### src/tpw_pkg.sv
// shared constants and carrier types for the 8-bit pwm waveform timer
`default_nettype none
package tpw_pkg;
	// ****************************************
	// register map (byte addresses)
	// ****************************************
	localparam logic [7:0] TPW_OFF_CTRL = 8'h00;
	localparam logic [7:0] TPW_OFF_COUNT = 8'h04;
	localparam logic [7:0] TPW_OFF_CMPA = 8'h08;
	localparam logic [7:0] TPW_OFF_CMPB = 8'h0c;
	localparam logic [7:0] TPW_OFF_FLAGS = 8'h10;
	localparam logic [7:0] TPW_OFF_ACTIVE = 8'h14;

	// ****************************************
	// fields and values
	// ****************************************
	localparam int TPW_CTRL_MODE_LSB = 0;
	localparam int TPW_CTRL_ACTA_LSB = 4;
	localparam int TPW_CTRL_ACTB_LSB = 6;
	localparam int TPW_FLG_OVF = 0;
	localparam int TPW_FLG_MA = 1;
	localparam int TPW_FLG_MB = 2;
	localparam int TPW_ACT_B_LSB = 8;
	localparam int TPW_ACT_DIR = 16;
	localparam logic [2:0] TPW_MODE_PC_FIX = 3'h1;
	localparam logic [2:0] TPW_MODE_FAST_FIX = 3'h3;
	localparam logic [2:0] TPW_MODE_PC_VAR = 3'h5;
	localparam logic [2:0] TPW_MODE_FAST_VAR = 3'h7;
	localparam logic [1:0] TPW_ACT_OFF = 2'h0;
	localparam logic [1:0] TPW_ACT_TOGGLE = 2'h1;
	localparam logic [1:0] TPW_ACT_NONINV = 2'h2;
	localparam logic [1:0] TPW_ACT_INV = 2'h3;
	localparam logic [7:0] TPW_FIXED_TOP = 8'hff;
	localparam logic [7:0] TPW_BOTTOM = 8'h00;
	localparam logic [7:0] TPW_RESET_BYTE = 8'h00;
	localparam logic [1:0] TPW_RESP_OKAY = 2'h0;
	localparam logic [1:0] TPW_RESP_SLVERR = 2'h2;

	// ****************************************
	// carrier types
	// ****************************************
	typedef struct packed {
		logic out_a;
		logic en_a;
		logic out_b;
		logic en_b;
	} tpw_wave_t;

	typedef struct packed {
		logic overflow_flag;
		logic match_flag_a;
		logic match_flag_b;
	} tpw_flags_t;
endpackage
`default_nettype wire

### src/tpw_timer.sv
// 8-bit timer with fast and phase correct pwm waveform generation, axi4-lite registers
// How it works
// Mode selector 3 or 7 selects fast pwm.
// Fast pwm top is 0xff for mode 3, compare A for mode 7.
// Fast pwm counts up to top, then wraps to zero next tick.
// Fast pwm code 2 clears on match, sets at bottom; code 3 reverse.
// Fast pwm code 1 toggles channel A on match when top bit set; B never.
// Fast pwm sets overflow flag when counter reaches top.
// Fast pwm output changes at match and opposite at the top-to-bottom tick.
// Fixed-top fast pwm period is 256 ticks of the prescaled tick.
// Fast compare A zero gives one-tick spike; max gives constant level.
// Fast pwm compare values double buffered; toggle at zero gives clock/2.
// Mode 1 or 5 selects phase correct; top 0xff or compare A.
// Phase correct counts up to top, down to bottom, top held one tick.
// Phase correct non-inverting clears on up match, sets on down match.
// Phase correct sets overflow flag when counter reaches bottom.
// Phase correct code 1 toggles channel A when top bit set; B never.
// Fixed-top phase correct period is 510 ticks.
// Phase correct compare zero holds low, max holds high (non-inverting).
// Phase correct output forced at bottom so waveform stays symmetric.
// All logic on the i/o clock; tick only enables counting, flags, compare buffer loads and waveform updates.
// Action code 0 disconnects the pin from the waveform output.
// Fast pwm: compare equal top with code bit 1 set acts at bottom only.
// Software counter write blocks any match in the next tick.
// Match flag set on tick where counter equals compare value.
// Buffered compare values load into active values at the mode update point.
`timescale 1ns/100ps
`default_nettype none
module tpw_timer (
	// clock, reset, enable
	input wire logic SYS_CLK,
	input wire logic SYS_RST,
	input wire logic CLK_EN,
	// prescaled timer tick, same clock domain
	input wire logic TIMER_TICK,
	// axi4-lite slave
	input wire logic [7:0] S_AXI_AWADDR,
	input wire logic S_AXI_AWVALID,
	output logic S_AXI_AWREADY,
	input wire logic [31:0] S_AXI_WDATA,
	input wire logic [3:0] S_AXI_WSTRB,
	input wire logic S_AXI_WVALID,
	output logic S_AXI_WREADY,
	output logic [1:0] S_AXI_BRESP,
	output logic S_AXI_BVALID,
	input wire logic S_AXI_BREADY,
	input wire logic [7:0] S_AXI_ARADDR,
	input wire logic S_AXI_ARVALID,
	output logic S_AXI_ARREADY,
	output logic [31:0] S_AXI_RDATA,
	output logic [1:0] S_AXI_RRESP,
	output logic S_AXI_RVALID,
	input wire logic S_AXI_RREADY,
	// waveform pins and flags
	output tpw_pkg::tpw_wave_t WAVE_PINS,
	output tpw_pkg::tpw_flags_t FLAGS
);
	import tpw_pkg::*;

	// ****************************************
	// state
	// ****************************************
	typedef struct packed {
		logic [2:0] waveform_mode_sel;
		logic [1:0] output_action_sel_a;
		logic [1:0] output_action_sel_b;
		logic [7:0] count_value;
		logic [7:0] compare_value_a;
		logic [7:0] compare_value_b;
		logic [7:0] active_a;
		logic [7:0] active_b;
		logic count_down;
		logic block_match;
		logic wave_a;
		logic wave_b;
		tpw_flags_t flags;
		logic have_aw;
		logic [7:0] aw_addr;
		logic have_w;
		logic [7:0] w_byte;
		logic bvalid;
		logic [1:0] bresp;
		logic rvalid;
		logic [1:0] rresp;
		logic [31:0] rdata;
	} tpw_state_t;

	tpw_state_t st_r;
	tpw_state_t st_nxt;

	// ****************************************
	// helpers
	// ****************************************
	function automatic logic tpw_is_fast(input logic [2:0] m);
		return (m == TPW_MODE_FAST_FIX) || (m == TPW_MODE_FAST_VAR);
	endfunction

	function automatic logic tpw_is_pc(input logic [2:0] m);
		return (m == TPW_MODE_PC_FIX) || (m == TPW_MODE_PC_VAR);
	endfunction

	// level that a pwm action code drives on an up match (fast: on any match)
	function automatic logic tpw_match_level(input logic [1:0] act, input logic cur);
		return (act == TPW_ACT_NONINV) ? 1'b0 : (act == TPW_ACT_INV) ? 1'b1 : cur;
	endfunction

	// true when a channel's code is connected to the pin
	function automatic logic tpw_connected(input logic [1:0] act, input logic top_bit, input logic chan_a);
		return act[1] || (chan_a && top_bit && act == TPW_ACT_TOGGLE);
	endfunction

	// next level of one channel on a counting tick
	function automatic logic tpw_wave_step(
		input logic fast,
		input logic pc,
		input logic [1:0] act,
		input logic can_toggle,
		input logic cur,
		input logic hit,
		input logic at_top,
		input logic at_bottom_turn,
		input logic cmp_is_top,
		input logic cmp_is_zero,
		input logic down
	);
		logic lvl;
		lvl = cur;
		if (act == TPW_ACT_TOGGLE) begin
			if (can_toggle && hit)
				lvl = ~cur;
		end else if (act[1] && fast) begin
			if (at_top)
				lvl = ~tpw_match_level(act, cur);
			else if (hit && !cmp_is_top)
				lvl = tpw_match_level(act, cur);
		end else if (act[1] && pc) begin
			if (cmp_is_top && at_top)
				lvl = ~tpw_match_level(act, cur);
			else if (at_bottom_turn)
				lvl = cmp_is_zero ? tpw_match_level(act, cur) : ~tpw_match_level(act, cur);
			else if (hit && !cmp_is_top)
				lvl = down ? ~tpw_match_level(act, cur) : tpw_match_level(act, cur);
		end
		return lvl;
	endfunction

	// ****************************************
	// next-state logic
	// ****************************************
	logic fast;
	logic pc;
	logic [7:0] top_val;
	logic tick;
	logic at_top;
	logic at_bottom_turn;
	logic hit_a;
	logic hit_b;
	logic wr_go;
	logic rd_go;
	logic [31:0] rd_word;
	logic rd_ok;
	logic wr_ok;
	// ****************************************
	// flag set events of this cycle
	// ****************************************
	logic ev_ovf;
	logic ev_ma;
	logic ev_mb;

	always_comb begin
		st_nxt = st_r;
		fast = tpw_is_fast(st_r.waveform_mode_sel);
		pc = tpw_is_pc(st_r.waveform_mode_sel);
		// variable top always follows the active (buffered) compare A
		top_val = st_r.waveform_mode_sel[2] ? st_r.active_a : TPW_FIXED_TOP;
		tick = TIMER_TICK;
		at_top = st_r.count_value == top_val;
		at_bottom_turn = pc && st_r.count_down && st_r.count_value == TPW_BOTTOM;
		hit_a = (st_r.count_value == st_r.active_a) && !st_r.block_match;
		hit_b = (st_r.count_value == st_r.active_b) && !st_r.block_match;
		wr_go = st_r.have_aw && st_r.have_w && !st_r.bvalid;
		rd_go = S_AXI_ARVALID && !st_r.rvalid;
		rd_word = '0;
		rd_ok = 1'b1;
		wr_ok = 1'b1;
		// a set in the same cycle as a software clear must win
		ev_ovf = tick && ((fast && at_top) || at_bottom_turn);
		ev_ma = tick && (fast || pc) && hit_a;
		ev_mb = tick && (fast || pc) && hit_b;

		if (tick) begin
			// the block only covers the tick right after a counter write
			st_nxt.block_match = 1'b0;
			if (fast) begin
				if (at_top) begin
					st_nxt.count_value = TPW_BOTTOM;
					st_nxt.flags.overflow_flag = 1'b1;
					st_nxt.active_a = st_r.compare_value_a;
					st_nxt.active_b = st_r.compare_value_b;
				end else begin
					st_nxt.count_value = st_r.count_value + 8'h01;
				end
			end else if (pc) begin
				if (st_r.count_down) begin
					if (st_r.count_value == TPW_BOTTOM) begin
						st_nxt.count_down = 1'b0;
						st_nxt.count_value = st_r.count_value + 8'h01;
						st_nxt.flags.overflow_flag = 1'b1;
					end else begin
						st_nxt.count_value = st_r.count_value - 8'h01;
					end
				end else if (at_top) begin
					// top is held for exactly this one tick before turning
					st_nxt.count_down = 1'b1;
					st_nxt.count_value = st_r.count_value - 8'h01;
					st_nxt.active_a = st_r.compare_value_a;
					st_nxt.active_b = st_r.compare_value_b;
				end else begin
					st_nxt.count_value = st_r.count_value + 8'h01;
				end
			end else begin
				// other modes are not built here: counter parked, buffers transparent
				st_nxt.count_down = 1'b0;
				st_nxt.active_a = st_r.compare_value_a;
				st_nxt.active_b = st_r.compare_value_b;
			end
			if ((fast || pc) && hit_a)
				st_nxt.flags.match_flag_a = 1'b1;
			if ((fast || pc) && hit_b)
				st_nxt.flags.match_flag_b = 1'b1;
			st_nxt.wave_a = tpw_wave_step(
				fast,
				pc,
				st_r.output_action_sel_a,
				st_r.waveform_mode_sel[2],
				st_r.wave_a,
				hit_a,
				at_top,
				at_bottom_turn,
				st_r.active_a == top_val,
				st_r.active_a == TPW_BOTTOM,
				st_r.count_down
			);
			// channel b never toggles, so its toggle permission is tied off
			st_nxt.wave_b = tpw_wave_step(
				fast,
				pc,
				st_r.output_action_sel_b,
				1'b0,
				st_r.wave_b,
				hit_b,
				at_top,
				at_bottom_turn,
				st_r.active_b == top_val,
				st_r.active_b == TPW_BOTTOM,
				st_r.count_down
			);
		end

		// ****************************************
		// register bus
		// ****************************************

		// write address and data are taken independently
		if (S_AXI_AWVALID && !st_r.have_aw && !st_r.bvalid) begin
			st_nxt.have_aw = 1'b1;
			st_nxt.aw_addr = S_AXI_AWADDR;
		end
		if (S_AXI_WVALID && !st_r.have_w && !st_r.bvalid) begin
			st_nxt.have_w = 1'b1;
			// all fields live in byte lane 0; a cleared strobe writes TPW_RESET_BYTE (zero) instead
			st_nxt.w_byte = S_AXI_WSTRB[0] ? S_AXI_WDATA[7:0] : TPW_RESET_BYTE;
		end
		if (wr_go) begin
			st_nxt.have_aw = 1'b0;
			st_nxt.have_w = 1'b0;
			st_nxt.bvalid = 1'b1;
			unique case (st_r.aw_addr)
				TPW_OFF_CTRL: begin
					st_nxt.waveform_mode_sel = st_r.w_byte[TPW_CTRL_MODE_LSB +: 3];
					st_nxt.output_action_sel_a = st_r.w_byte[TPW_CTRL_ACTA_LSB +: 2];
					st_nxt.output_action_sel_b = st_r.w_byte[TPW_CTRL_ACTB_LSB +: 2];
				end
				TPW_OFF_COUNT: begin
					// software wins over a tick in the same cycle
					st_nxt.count_value = st_r.w_byte;
					st_nxt.block_match = 1'b1;
				end
				TPW_OFF_CMPA: begin
					st_nxt.compare_value_a = st_r.w_byte;
				end
				TPW_OFF_CMPB: begin
					st_nxt.compare_value_b = st_r.w_byte;
				end
				TPW_OFF_FLAGS: begin
					// write one to clear; a flag set in this same cycle survives
					if (st_r.w_byte[TPW_FLG_OVF] && !ev_ovf)
						st_nxt.flags.overflow_flag = 1'b0;
					if (st_r.w_byte[TPW_FLG_MA] && !ev_ma)
						st_nxt.flags.match_flag_a = 1'b0;
					if (st_r.w_byte[TPW_FLG_MB] && !ev_mb)
						st_nxt.flags.match_flag_b = 1'b0;
				end
				TPW_OFF_ACTIVE: begin
					wr_ok = 1'b1;
				end
				default: begin
					wr_ok = 1'b0;
				end
			endcase
			st_nxt.bresp = wr_ok ? TPW_RESP_OKAY : TPW_RESP_SLVERR;
		end
		if (st_r.bvalid && S_AXI_BREADY)
			st_nxt.bvalid = 1'b0;

		if (rd_go) begin
			unique case (S_AXI_ARADDR)
				TPW_OFF_CTRL: begin
					rd_word[TPW_CTRL_MODE_LSB +: 3] = st_r.waveform_mode_sel;
					rd_word[TPW_CTRL_ACTA_LSB +: 2] = st_r.output_action_sel_a;
					rd_word[TPW_CTRL_ACTB_LSB +: 2] = st_r.output_action_sel_b;
				end
				TPW_OFF_COUNT: begin
					rd_word[7:0] = st_r.count_value;
				end
				TPW_OFF_CMPA: begin
					rd_word[7:0] = st_r.compare_value_a;
				end
				TPW_OFF_CMPB: begin
					rd_word[7:0] = st_r.compare_value_b;
				end
				TPW_OFF_FLAGS: begin
					rd_word[TPW_FLG_OVF] = st_r.flags.overflow_flag;
					rd_word[TPW_FLG_MA] = st_r.flags.match_flag_a;
					rd_word[TPW_FLG_MB] = st_r.flags.match_flag_b;
				end
				TPW_OFF_ACTIVE: begin
					rd_word[7:0] = st_r.active_a;
					rd_word[TPW_ACT_B_LSB +: 8] = st_r.active_b;
					rd_word[TPW_ACT_DIR] = st_r.count_down;
				end
				default: rd_ok = 1'b0;
			endcase
			st_nxt.rvalid = 1'b1;
			st_nxt.rdata = rd_word;
			st_nxt.rresp = rd_ok ? TPW_RESP_OKAY : TPW_RESP_SLVERR;
		end
		if (st_r.rvalid && S_AXI_RREADY)
			st_nxt.rvalid = 1'b0;
	end

	// ****************************************
	// state register
	// ****************************************
	always_ff @(posedge SYS_CLK) begin
		if (SYS_RST)
			st_r <= '0;
		else if (CLK_EN)
			st_r <= st_nxt;
	end

	// ****************************************
	// outputs
	// ****************************************
	// readies are gated so a frozen block never accepts an address or write data
	assign S_AXI_AWREADY = CLK_EN && !st_r.have_aw && !st_r.bvalid;
	assign S_AXI_WREADY = CLK_EN && !st_r.have_w && !st_r.bvalid;
	assign S_AXI_ARREADY = CLK_EN && !st_r.rvalid;
	assign S_AXI_BVALID = st_r.bvalid;
	assign S_AXI_BRESP = st_r.bresp;
	assign S_AXI_RVALID = st_r.rvalid;
	assign S_AXI_RDATA = st_r.rdata;
	assign S_AXI_RRESP = st_r.rresp;
	assign WAVE_PINS.out_a = st_r.wave_a;
	assign WAVE_PINS.out_b = st_r.wave_b;
	assign WAVE_PINS.en_a = tpw_connected(st_r.output_action_sel_a, st_r.waveform_mode_sel[2], 1'b1);
	assign WAVE_PINS.en_b = tpw_connected(st_r.output_action_sel_b, st_r.waveform_mode_sel[2], 1'b0);
	assign FLAGS = st_r.flags;
endmodule // tpw_timer
`default_nettype wire

### config.mk
export PLATFORM = sky130hd
export DESIGN_NAME = tpw_timer
export DESIGN_NICKNAME = d
export VERILOG_FILES = /design/src/tpw_pkg.sv /design/src/tpw_timer.sv
export SDC_FILE = /design/constraint.sdc
export NUM_CORES = 1
export LEC_CHECK = 0
export BUFFER_PORTS_ARGS = -buffer_cell sky130_fd_sc_hd__buf_2
export CAP_MARGIN = 25
export CORE_ASPECT_RATIO = 0.9
export CORE_MARGIN = 8
export CORE_UTILIZATION = 40
export CTS_CLUSTER_SIZE = 30
export DETAILED_ROUTE_END_ITERATION = 16
export GPL_ROUTABILITY_DRIVEN = 0
export SLEW_MARGIN = 20
export SYNTH_ARGS = -nofsm -noshare
export SYNTH_HDL_FRONTEND = slang
export SYNTH_SLANG_ARGS = --single-unit
### constraint.sdc
create_clock -name SYS_CLK -period 2.7 [get_ports SYS_CLK]
set_input_delay 0.54 -clock SYS_CLK [delete_from_list [all_inputs] [get_ports SYS_CLK]]
set_output_delay 0.54 -clock SYS_CLK [all_outputs]
set_load 0.05 [all_outputs]
==> Word level (Yosys, flattened, before mapping) <==
Index checks and enable logic that the tools add are counted.
{ "classes": {"mul": 0, "shifts": 0, "n_mux": 77, "eq_ne": 31, "n_lt_le_gt_ge": 0, "n_addsub": 2, "div_mod_pow": 0, "bitwise_logic": 5, "reduce_logical": 83} }
{ "ops": {"columns": ["op", "n"], "rows": [
  ["8-bit two-way mux", 12],
  ["16-bit two-way mux", 3],
  ["1-bit two-way mux", 46],
  ["8-bit == test", 5],
  ["8-bit logical NOT", 5],
  ["1-bit logical AND", 38],
  ["35-bit two-way mux", 1],
  ["17-bit two-way mux", 2],
  ["8-bit by 4-bit == test with 1-bit output, second input constant", 4],
  ["8-bit by 5-bit == test with 1-bit output, second input constant", 4],
  ["9-bit two-way mux", 3],
  ["24-bit two-way mux", 1],
  ["4-bit one-hot mux with 5 select lines", 1],
  ["3-bit one-hot mux with 6 select lines", 1],
  ["8-bit by 3-bit == test with 1-bit output, second input constant", 2],
  ["2-bit AND reduction", 8],
  ["3-bit AND reduction", 4],
  ["6-bit AND reduction", 2],
  ["6-bit OR reduction", 2],
  ["1-bit logical NOT", 10],
  ["2-bit nonzero test", 5],
  ["8-bit by 1-bit adder with 8-bit output, second input constant", 1],
  ["2-bit == test, second input constant", 4],
  ["8-bit by 1-bit subtractor with 8-bit output, second input constant", 1],
  ["20 further kinds", 33]
]} }
{ "word_totals": {"ff_bits": 95, "latch_bits": 0, "ramBits": 0, "n_memories": 0, "out_inout_bits": 48, "input_bits": 61, "mem_bits_ro": 0} }

==> Depth between registers and ports, before layout <==
Gate-level depths: netlist of run 1.
{ "logic_depth": {"word_depth": 15, "mapped_depth": 10} }

==> Worst setup path before layout of run 1 <==
OpenSTA, ideal clock, no wires.
{ "synth_timing": {"path_kind": "input to output", "start": "input port CLK_EN", "end": "output port S_AXI_ARREADY", "t_arrival_ns": 1.712, "cell_stages": 3, "path_buffers": 2, "path_slack_ns": 0.448, "cell_sequence": "buf_2 > clkbuf_1 > nor2b_1"} }
{ "synth_via": {"elab_chain_cells": 1} }
{ "synth_rtl": {"columns": ["element", "line", "text"], "rows": [
  ["from (decl)", "tpw_timer.sv:33", "input wire logic CLK_EN,"],
  ["1-bit logical AND", "tpw_timer.sv:368", "assign S_AXI_ARREADY = CLK_EN && !st_r.rvalid;"],
  ["to (decl)", "tpw_timer.sv:49", "output logic S_AXI_ARREADY,"]
]} }
No other way between the ends.

==> Worst setup path after layout of run 1 <==
{ "layout_timing": {"start": "register st_r[109] in the netlist's numbering", "end": "register st_r[101] in the netlist's numbering"} }
{ "layout_via": {"elab_chain_cells": 9, "word_cells_on_any_way": 16, "classes_between": "eq/ne (5); mux (9); reduce/logical (2)"} }
{ "layout_rtl": {"columns": ["element", "line", "text"], "rows": [
  ["from (decl)", "tpw_timer.sv:88", "tpw_state_t st_r;"],
  ["from (signal assigned)", "tpw_timer.sv:359", "st_r <= st_nxt;"],
  ["8-bit two-way mux", "tpw_timer.sv:175", "top_val = st_r.waveform_mode_sel[2] ? st_r.active_a : TPW_FIXED_TOP;"],
  ["8-bit == test", "tpw_timer.sv:177", "at_top = st_r.count_value == top_val;"],
  ["8-bit two-way mux", "tpw_timer.sv:212", "end else if (at_top) begin"],
  ["8-bit two-way mux", "tpw_timer.sv:204", "if (st_r.count_down) begin"],
  ["8-bit two-way mux", "tpw_timer.sv:203", "end else if (pc) begin"],
  ["8-bit two-way mux (*)", "tpw_timer.sv:194", "if (fast) begin"],
  ["8-bit two-way mux (*)", "tpw_timer.sv:191", "if (tick) begin"],
  ["8-bit two-way mux", "tpw_timer.sv:278", "unique case (st_r.aw_addr)"],
  ["24-bit two-way mux (*)", "tpw_timer.sv:274", "if (wr_go) begin"]
]} }
Every way passes the cells marked *; elsewhere a longest branch is shown, timed or not.
A chain may end at the register's enable or synchronous reset.

==> results of run 1 <==
-- worst min-delay path: stages --
cell     delay, ps
buf_2           90
nand2_1         40
a21oi_1         50
-- worst paths after layout --
| path | to | cells after the start | slack (ps) |
|---|---|---|---|
| min | st_r[50] | 3 | 430 |
| max | st_r[101] | 8 | 280 |
| min reg2reg | S_AXI_RDATA[10] | 2 | 450 |
| max reg2reg | st_r[101] | 8 | 280 |
-- per-layer routing --
layer  routed length [microns]  track usage (%)  vias to the layer above
li1                          -                -                     2553
met1                      7701            24.81                     2475
met2                      7481            28.97                      250
met3                      1429            4.250                       41
met4                       492            8.524                        0
met5                         0                0                        -
-- power breakdown --
part / internal [mW] / leakage [nW] / switching (mW)
clock: 0.915 / 0.165 / 0.556
combinational: 0.119 / 1.62 / 0.278
sequential: 1.40 / 0.753 / 0.0379
total: 2.43 / 2.54 / 0.871
-- cell families after synthesis --
| family | Yosys count |
|---|---|
| flops | 93 |
| buf+inv | 112 |
| other cells | 1 |
| mux | 44 |
| xor+xnor | 23 |
| compound gates | 161 |
| fa+ha+maj | 4 |
| simple gates | 285 |
-- state kept, by name, indices dropped and copies added (netlist names) --
signal,flops
WAVE_PINS,3
S_AXI_BVALID,1
st_r,66
S_AXI_RRESP,1
S_AXI_BRESP,1
S_AXI_RDATA,17
S_AXI_RVALID,1
FLAGS,3
-- per-stage QoR --
| stage | power [mW] | cells | hold slack [ps] |
|---|---|---|---|
| 3_5_place_dp | 1.860 | 926 | 445.8 |
| 5_1_grt | 3.412 | 942 | 430.8 |
| 3_3_place_gp | 1.854 | 926 | 440.5 |
| 4_1_cts | 3.322 | 942 | 423.6 |
| 6_report | 3.305 | 942 | 427.3 |
| 2_1_floorplan | 1.785 | 739 | 436.0 |
-- layout make-up --
type | count | area share [%]
Multi-Input combinational cell | 534 | 52.71
Sequential cell | 93 | 29.10
Timing Repair Buffer | 90 | 8.253
Tap cell | 198 | 3.872
Clock buffer | 10 | 3.579
Clock inverter | 6 | 1.838
Inverter | 11 | 0.6454
-- synthesized netlist by cell type, types with 7 or more instances --
| cell | count | share of area [%] |
|---|---|---|
| dfxtp_1 | 93 | 32 |
| xnor2_1 | 15 | 2.2 |
| nor2_1 | 71 | 4.6 |
| mux2_2 | 7 | 1.3 |
| inv_1 | 10 | 0.64 |
| o21ai_0 | 16 | 1.4 |
| clkbuf_1 | 30 | 1.9 |
| nand4_1 | 9 | 0.96 |
| nand3_1 | 31 | 2.7 |
| nor3_1 | 13 | 1.1 |
| nor4_1 | 7 | 0.75 |
| buf_2 | 14 | 1.2 |
| a211oi_1 | 14 | 1.8 |
| buf_4 | 46 | 5.9 |
| nand2_1 | 96 | 6.2 |
| a31oi_1 | 7 | 0.75 |
| a222oi_1 | 7 | 1.2 |
| mux2i_1 | 37 | 6.3 |
| a21oi_1 | 52 | 4.5 |
| nor2b_1 | 9 | 0.96 |
==> impl_metrics.csv, run 1 <==
group,metric,value,unit
run_status,run_status,"finished clean",
clock_tree,clk_latency,350,ps
routing,viasPerCell,5.646,
global_route,grt_max_degree,79,
critical_path,critPathCaptureType,"flip-flop",
placement,placed_area,6051,sq um
routing,ant_nets,0,
logic_synthesis,synth_area,5847,sq um
logic_synthesis,ys_warn_count,0,
placement,port_buffers,64,
cells_and_area,syn_to_final_growth,9.416,%
logic_synthesis,yosysSeqAreaShare,31.84,%
critical_path,critPathKind,"flip-flop to flip-flop",
critical_path,worstSetupStartpoint,"st_r[109]",
global_route,grt.overflow.total,0,
clock_tree,cts_made_buffers,9,
routing,avgRoutedWirePerCell,18.16,microns
global_route,grtUsageTotal,18.84,%
critical_path,r2r_start,"st_r[109]",
logic_synthesis,synth-simple-area-share,23.77,%
sta,rsz0062_at_grt,"no",
logic_synthesis,synth_mux_area_share,7.682,%
placement,dpl.hpwl,12950,microns
clock_tree,cts-root-buf,"clkbuf_16",
critical_path,crit_arrival,2660,ps
routing,vias,5319,
logic_synthesis,ys_types,84,
cells_and_area,final_cell_mix,"nand2_1 (96), dfxtp_1 (93), nor2_1 (71)",
sta,min_period_over_period,89.81,%
sta,setup_viol,0,
cells_and_area,fin_nets,803,
routing,wirelength,17110,microns
sta,maxSlewHeadroom,47.21,%
sta,hold_viol,0,
clock_tree,post_cts_buffers,0,
power_and_ir_drop,leakagePower,2.535,nW
logic_synthesis,syn_area_per_cell,8.087,sq um
critical_path,crit_chain,"buf_4, nand2b_1, nor3_2, o32ai_4, nor2_1, nor2_1, a221oi_1, a31oi_1",
sta,max_freq,412.4,MHz
critical_path,start_kind,"flip-flop",
critical_path,cp_slowest_cell,"dfxtp_1",
sta,fin_crit,2425,ps
logic_synthesis,synthAdderAreaFrac,0.8132,%
floorplan,io_pins,109,
hold_path,holdCritPathClass,"primary input to flip-flop",
routing,dr.pass1.iters,5,
floorplan,core_area,14500,sq um
cells_and_area,num-fill-cells,1443,
logic_synthesis,synth_top_flop_cell,"dfxtp_1",
logic_synthesis,synth_edf_count,0,
placement,pre_cts_slack,200.2,ps
clock_tree,cts_tree,"built",
cells_and_area,design_area,6397,sq um
sta,finClkSkew,11.41,ps
cells_and_area,n_antenna_cell,0,
cells_and_area,final_common_cell,"nand2_1",
floorplan,die_y,130.7,microns
logic_synthesis,syn_inst,723,
clock_tree,hold_buffers,0,
global_route,grt_pass1_vias,5258,
power_and_ir_drop,peakVddDrop,0.3562,mV
flow_run,drv_cap,0,
floorplan,die_w,143.4,microns
logic_synthesis,ys_ff_latch,93,
global_route,grt_pass1_wl,27550,microns
floorplan,initial_core_util,40.31,%
sta,setup_ws,275.1,ps
cells_and_area,multi_input_area,3372,sq um
power_and_ir_drop,p_per_area,516.7,nW/um^2
routing,drt-initial-drc-count,624,
clock_tree,clockBufferDepth,2,
cells_and_area,drive_gt1_share,18.41,%
clock_tree,h-tree-depth,3,
critical_path,cp_common_cell,"nor2_1",
critical_path,crit_required,2930,ps
logic_synthesis,synthArstFlopShare,0,%
clock_tree,clock_sinks,93,
sta,maxSlewViolCount,0,
clock_tree,ctsResizeCount,0,
critical_path,slowest_delay,580,ps
critical_path,critPathTopFamily,"simple AND/OR/NAND/NOR gates",
global_route,grt_antenna_before_repair,0,
floorplan,rows,42,
critical_path,critical_path_buf_inv_count,1,
critical_path,critPathMaxFanout,12,
logic_synthesis,synth-xor-area-share,3.702,%
sta,worstMarginPinSlew,791.8,ps
logic_synthesis,synth_top_family_by_area,"simple AND/OR/NAND/NOR gates",
sta,setup_tns,0,ps
cells_and_area,ff_latch_area,1862,sq um
logic_synthesis,synth_compound_area_share,20.61,%
floorplan,die-area,18750,sq um
routing,drc,0,
cells_and_area,fin_util,44.11,%
clock_tree,clkTransAtPathRegs,70,ps
hold_path,hold_start,"S_AXI_AWADDR[3]",
No activity file was read; power rests on OpenSTA's default activity.
==> inputs of run 2 (changes only) <==
--- a/config.mk
+++ b/config.mk
@@ -13,6 +13,7 @@
 export CTS_CLUSTER_SIZE = 30
 export DETAILED_ROUTE_END_ITERATION = 16
 export GPL_ROUTABILITY_DRIVEN = 0
+export MAX_ROUTING_LAYER = met4
 export SLEW_MARGIN = 20
 export SYNTH_ARGS = -nofsm -noshare
 export SYNTH_HDL_FRONTEND = slang
==> constraint.sdc (replaced) <==
create_clock -name SYS_CLK -period 2.2 [get_ports SYS_CLK]
set_input_delay 0.44 -clock SYS_CLK [delete_from_list [all_inputs] [get_ports SYS_CLK]]
set_output_delay 0.44 -clock SYS_CLK [all_outputs]
set_load 0.05 [all_outputs]
==> impl_metrics.csv, run 2 (synthesis gave the netlist of run 1 again) <==
group,metric,value,unit
clock_tree,cts_made_buffers,9,
global_route,grt_max_degree,79,
clock_tree,h-tree-depth,3,
cells_and_area,final_cell_mix,"nand2_1 (96), dfxtp_1 (86), buf_4 (80)",
cells_and_area,largest_register_ffs,66,
sta,maxSlewViolCount,0,
power_and_ir_drop,p_per_area,542.4,nW/um^2
critical_path,critPathCaptureType,"flip-flop",
clock_tree,hold_buffers,0,
floorplan,rows,42,
run_status,run_status,"finished clean",
routing,drt-initial-drc-count,457,
critical_path,crit_required,2440,ps
routing,drc,0,
power_and_ir_drop,p_comb_share,14.7,%
clock_tree,clockBufferDepth,2,
global_route,grtUsageTotal,20.05,%
sta,hold_ws,330.4,ps
critical_path,critPathKind,"flip-flop to flip-flop",
global_route,grt_antenna_before_repair,0,
routing,viasPerCell,5.648,
floorplan,initial_core_util,40.31,%
clock_tree,clock_sinks,93,
global_route,grt_pass1_vias,5467,
sta,worstMarginPinSlew,832.3,ps
power_and_ir_drop,peakVddDrop,0.3439,mV
critical_path,cp_slowest_cell,"dfxtp_4",
cells_and_area,fin_nets,862,
clock_tree,cts_tree,"built",
cells_and_area,num-fill-cells,1492,
clock_tree,clk_latency,350,ps
power_and_ir_drop,power.internal,2.706,mW
floorplan,die_y,130.7,microns
sta,max_freq,462.7,MHz
critical_path,critPathMaxFanout,7,
routing,vias,5654,
power_and_ir_drop,sequentialPowerShare,46.3,%
routing,ant_nets,0,
cells_and_area,n_antenna_cell,0,
sta,fin_crit,2161,ps
floorplan,die-area,18750,sq um
power_and_ir_drop,total_power,3.784,mW
sta,rsz0062_at_grt,"yes",
power_and_ir_drop,leakagePower,2.839,nW
floorplan,die_w,143.4,microns
clock_tree,clkTransAtPathRegs,70,ps
routing,dr.pass1.iters,6,
routing,wirelength,18260,microns
critical_path,crit_arrival,2400,ps
placement,pre_cts_slack,-244.7,ps
hold_path,holdCritPathClass,"primary input to flip-flop",
power_and_ir_drop,p_sw,1.078,mW
sta,maxSlewHeadroom,44.51,%
sta,setup_ws,38.78,ps
cells_and_area,largest_register,"st_r",
critical_path,slowest_delay,400,ps
sta,min_period_over_period,98.24,%
power_and_ir_drop,p_sw_share,28.48,%
cells_and_area,final_cells,1001,
global_route,grt_pass1_wl,28590,microns
flow_run,drv_cap,0,
placement,dpl.hpwl,13630,microns
cells_and_area,drive_gt1_share,27.77,%
global_route,grt.overflow.total,0,
placement,place_inst,977,
cells_and_area,syn_to_final_growth,19.30,%
critical_path,crit_chain,"or3b_4, a21oi_4, o32ai_4, buf_4, o31ai_4, maj3_2, a22oi_2, o211a_1",
cells_and_area,final_common_cell,"nand2_1",
placement,port_buffers,64,
routing,avgRoutedWirePerCell,18.24,microns
power_and_ir_drop,p_clk_share,39.0,%
sta,setup_viol,0,
critical_path,start_kind,"flip-flop",
sta,finClkSkew,11.07,ps
sta,hold_viol,0,
clock_tree,cts-root-buf,"clkbuf_16",
floorplan,core_area,14500,sq um
floorplan,io_pins,109,
## run 2: cell types whose count changed in the layout (fill, tap and decap cells not counted), moves of 2 or more
cell / previous run / this run
dfxtp_4: 0 / 3
nor3b_1: 6 / 3
nand2b_1: 6 / 4
dfxtp_2: 0 / 4
clkbuf_1: 1 / 3
buf_12: 1 / 3
nor3_1: 13 / 11
dfxtp_1: 93 / 86
nor3b_2: 0 / 3
bufinv_16: 3 / 0
nand2b_4: 0 / 2
buf_4: 25 / 80
## run 2: routing by layer
metal / GRT usage, % / wire [microns] / vias up
met3: 3.414 / 1484 / 30
li1: - / - / 2677
met5: - / 0 / -
met1: 26.10 / 8141 / 2667
met4: 7.906 / 374 / 0
met2: 30.59 / 8259 / 280
## run 2: layout make-up
class	instances	area, sq um	share of cell area (%)
clock buffers	13	250.2	3.587
flip-flops and latches	93	1878	26.92
multi-input cells	534	3520	50.46
inverters	11	41.29	0.5919
well taps	198	247.7	3.552
clock inverters	3	21.27	0.3049
repair buffers	149	1017	14.58
## run 2: stage by stage
step	util, %	instance area, sq um	setup TNS, ps
after floorplan	-	5913	0
after global placement	44.49	6452	-1052
after detailed placement	44.49	6452	-2941
after CTS	46.59	6758	0
after global routing	48.09	6975	-358.8
final	48.09	6975	0
## run 2: power groups by stage
stage / Clock, mW / Sequential, mW / Combinational (mW)
floorplan: 0 / 1.78 / 0.412
global placement: 0 / 1.79 / 0.525
detailed placement: 0 / 1.79 / 0.531
CTS: 1.49 / 1.75 / 0.534
global route: 1.55 / 1.76 / 0.597
finish: 1.47 / 1.75 / 0.556
## run 2: path summary, 6_finish.rpt
| check | slack [ps] | startpoint | cells after the start | endpoint |
|---|---|---|---|---|
| worst min-delay path | 330 | S_AXI_AWADDR[7] | 3 | st_r[54] |
| worst max register to register | 40 | st_r[109] | 8 | WAVE_PINS[3] |
| worst min register to register | 450 | S_AXI_RDATA[8] | 2 | S_AXI_RDATA[8] |
| worst max-delay path | 40 | st_r[109] | 8 | WAVE_PINS[3] |
## run 2: critical path, delay by kind of cell (launching register included)
kind,cells,cell delay (ps)
adders and majority gates,1,240
buffers and inverters,1,170
DFF,1,400
and+or+nand+nor,1,400
AOI/OAI and AO/OA,5,840
## run 2: what timing repair did
item,4_1_cts,5_1_grt
endpoints found under the setup margin,25,47
gates resized for setup,9,31
buffers inserted,0,7
pin swaps,3,11
gates cloned,0,1
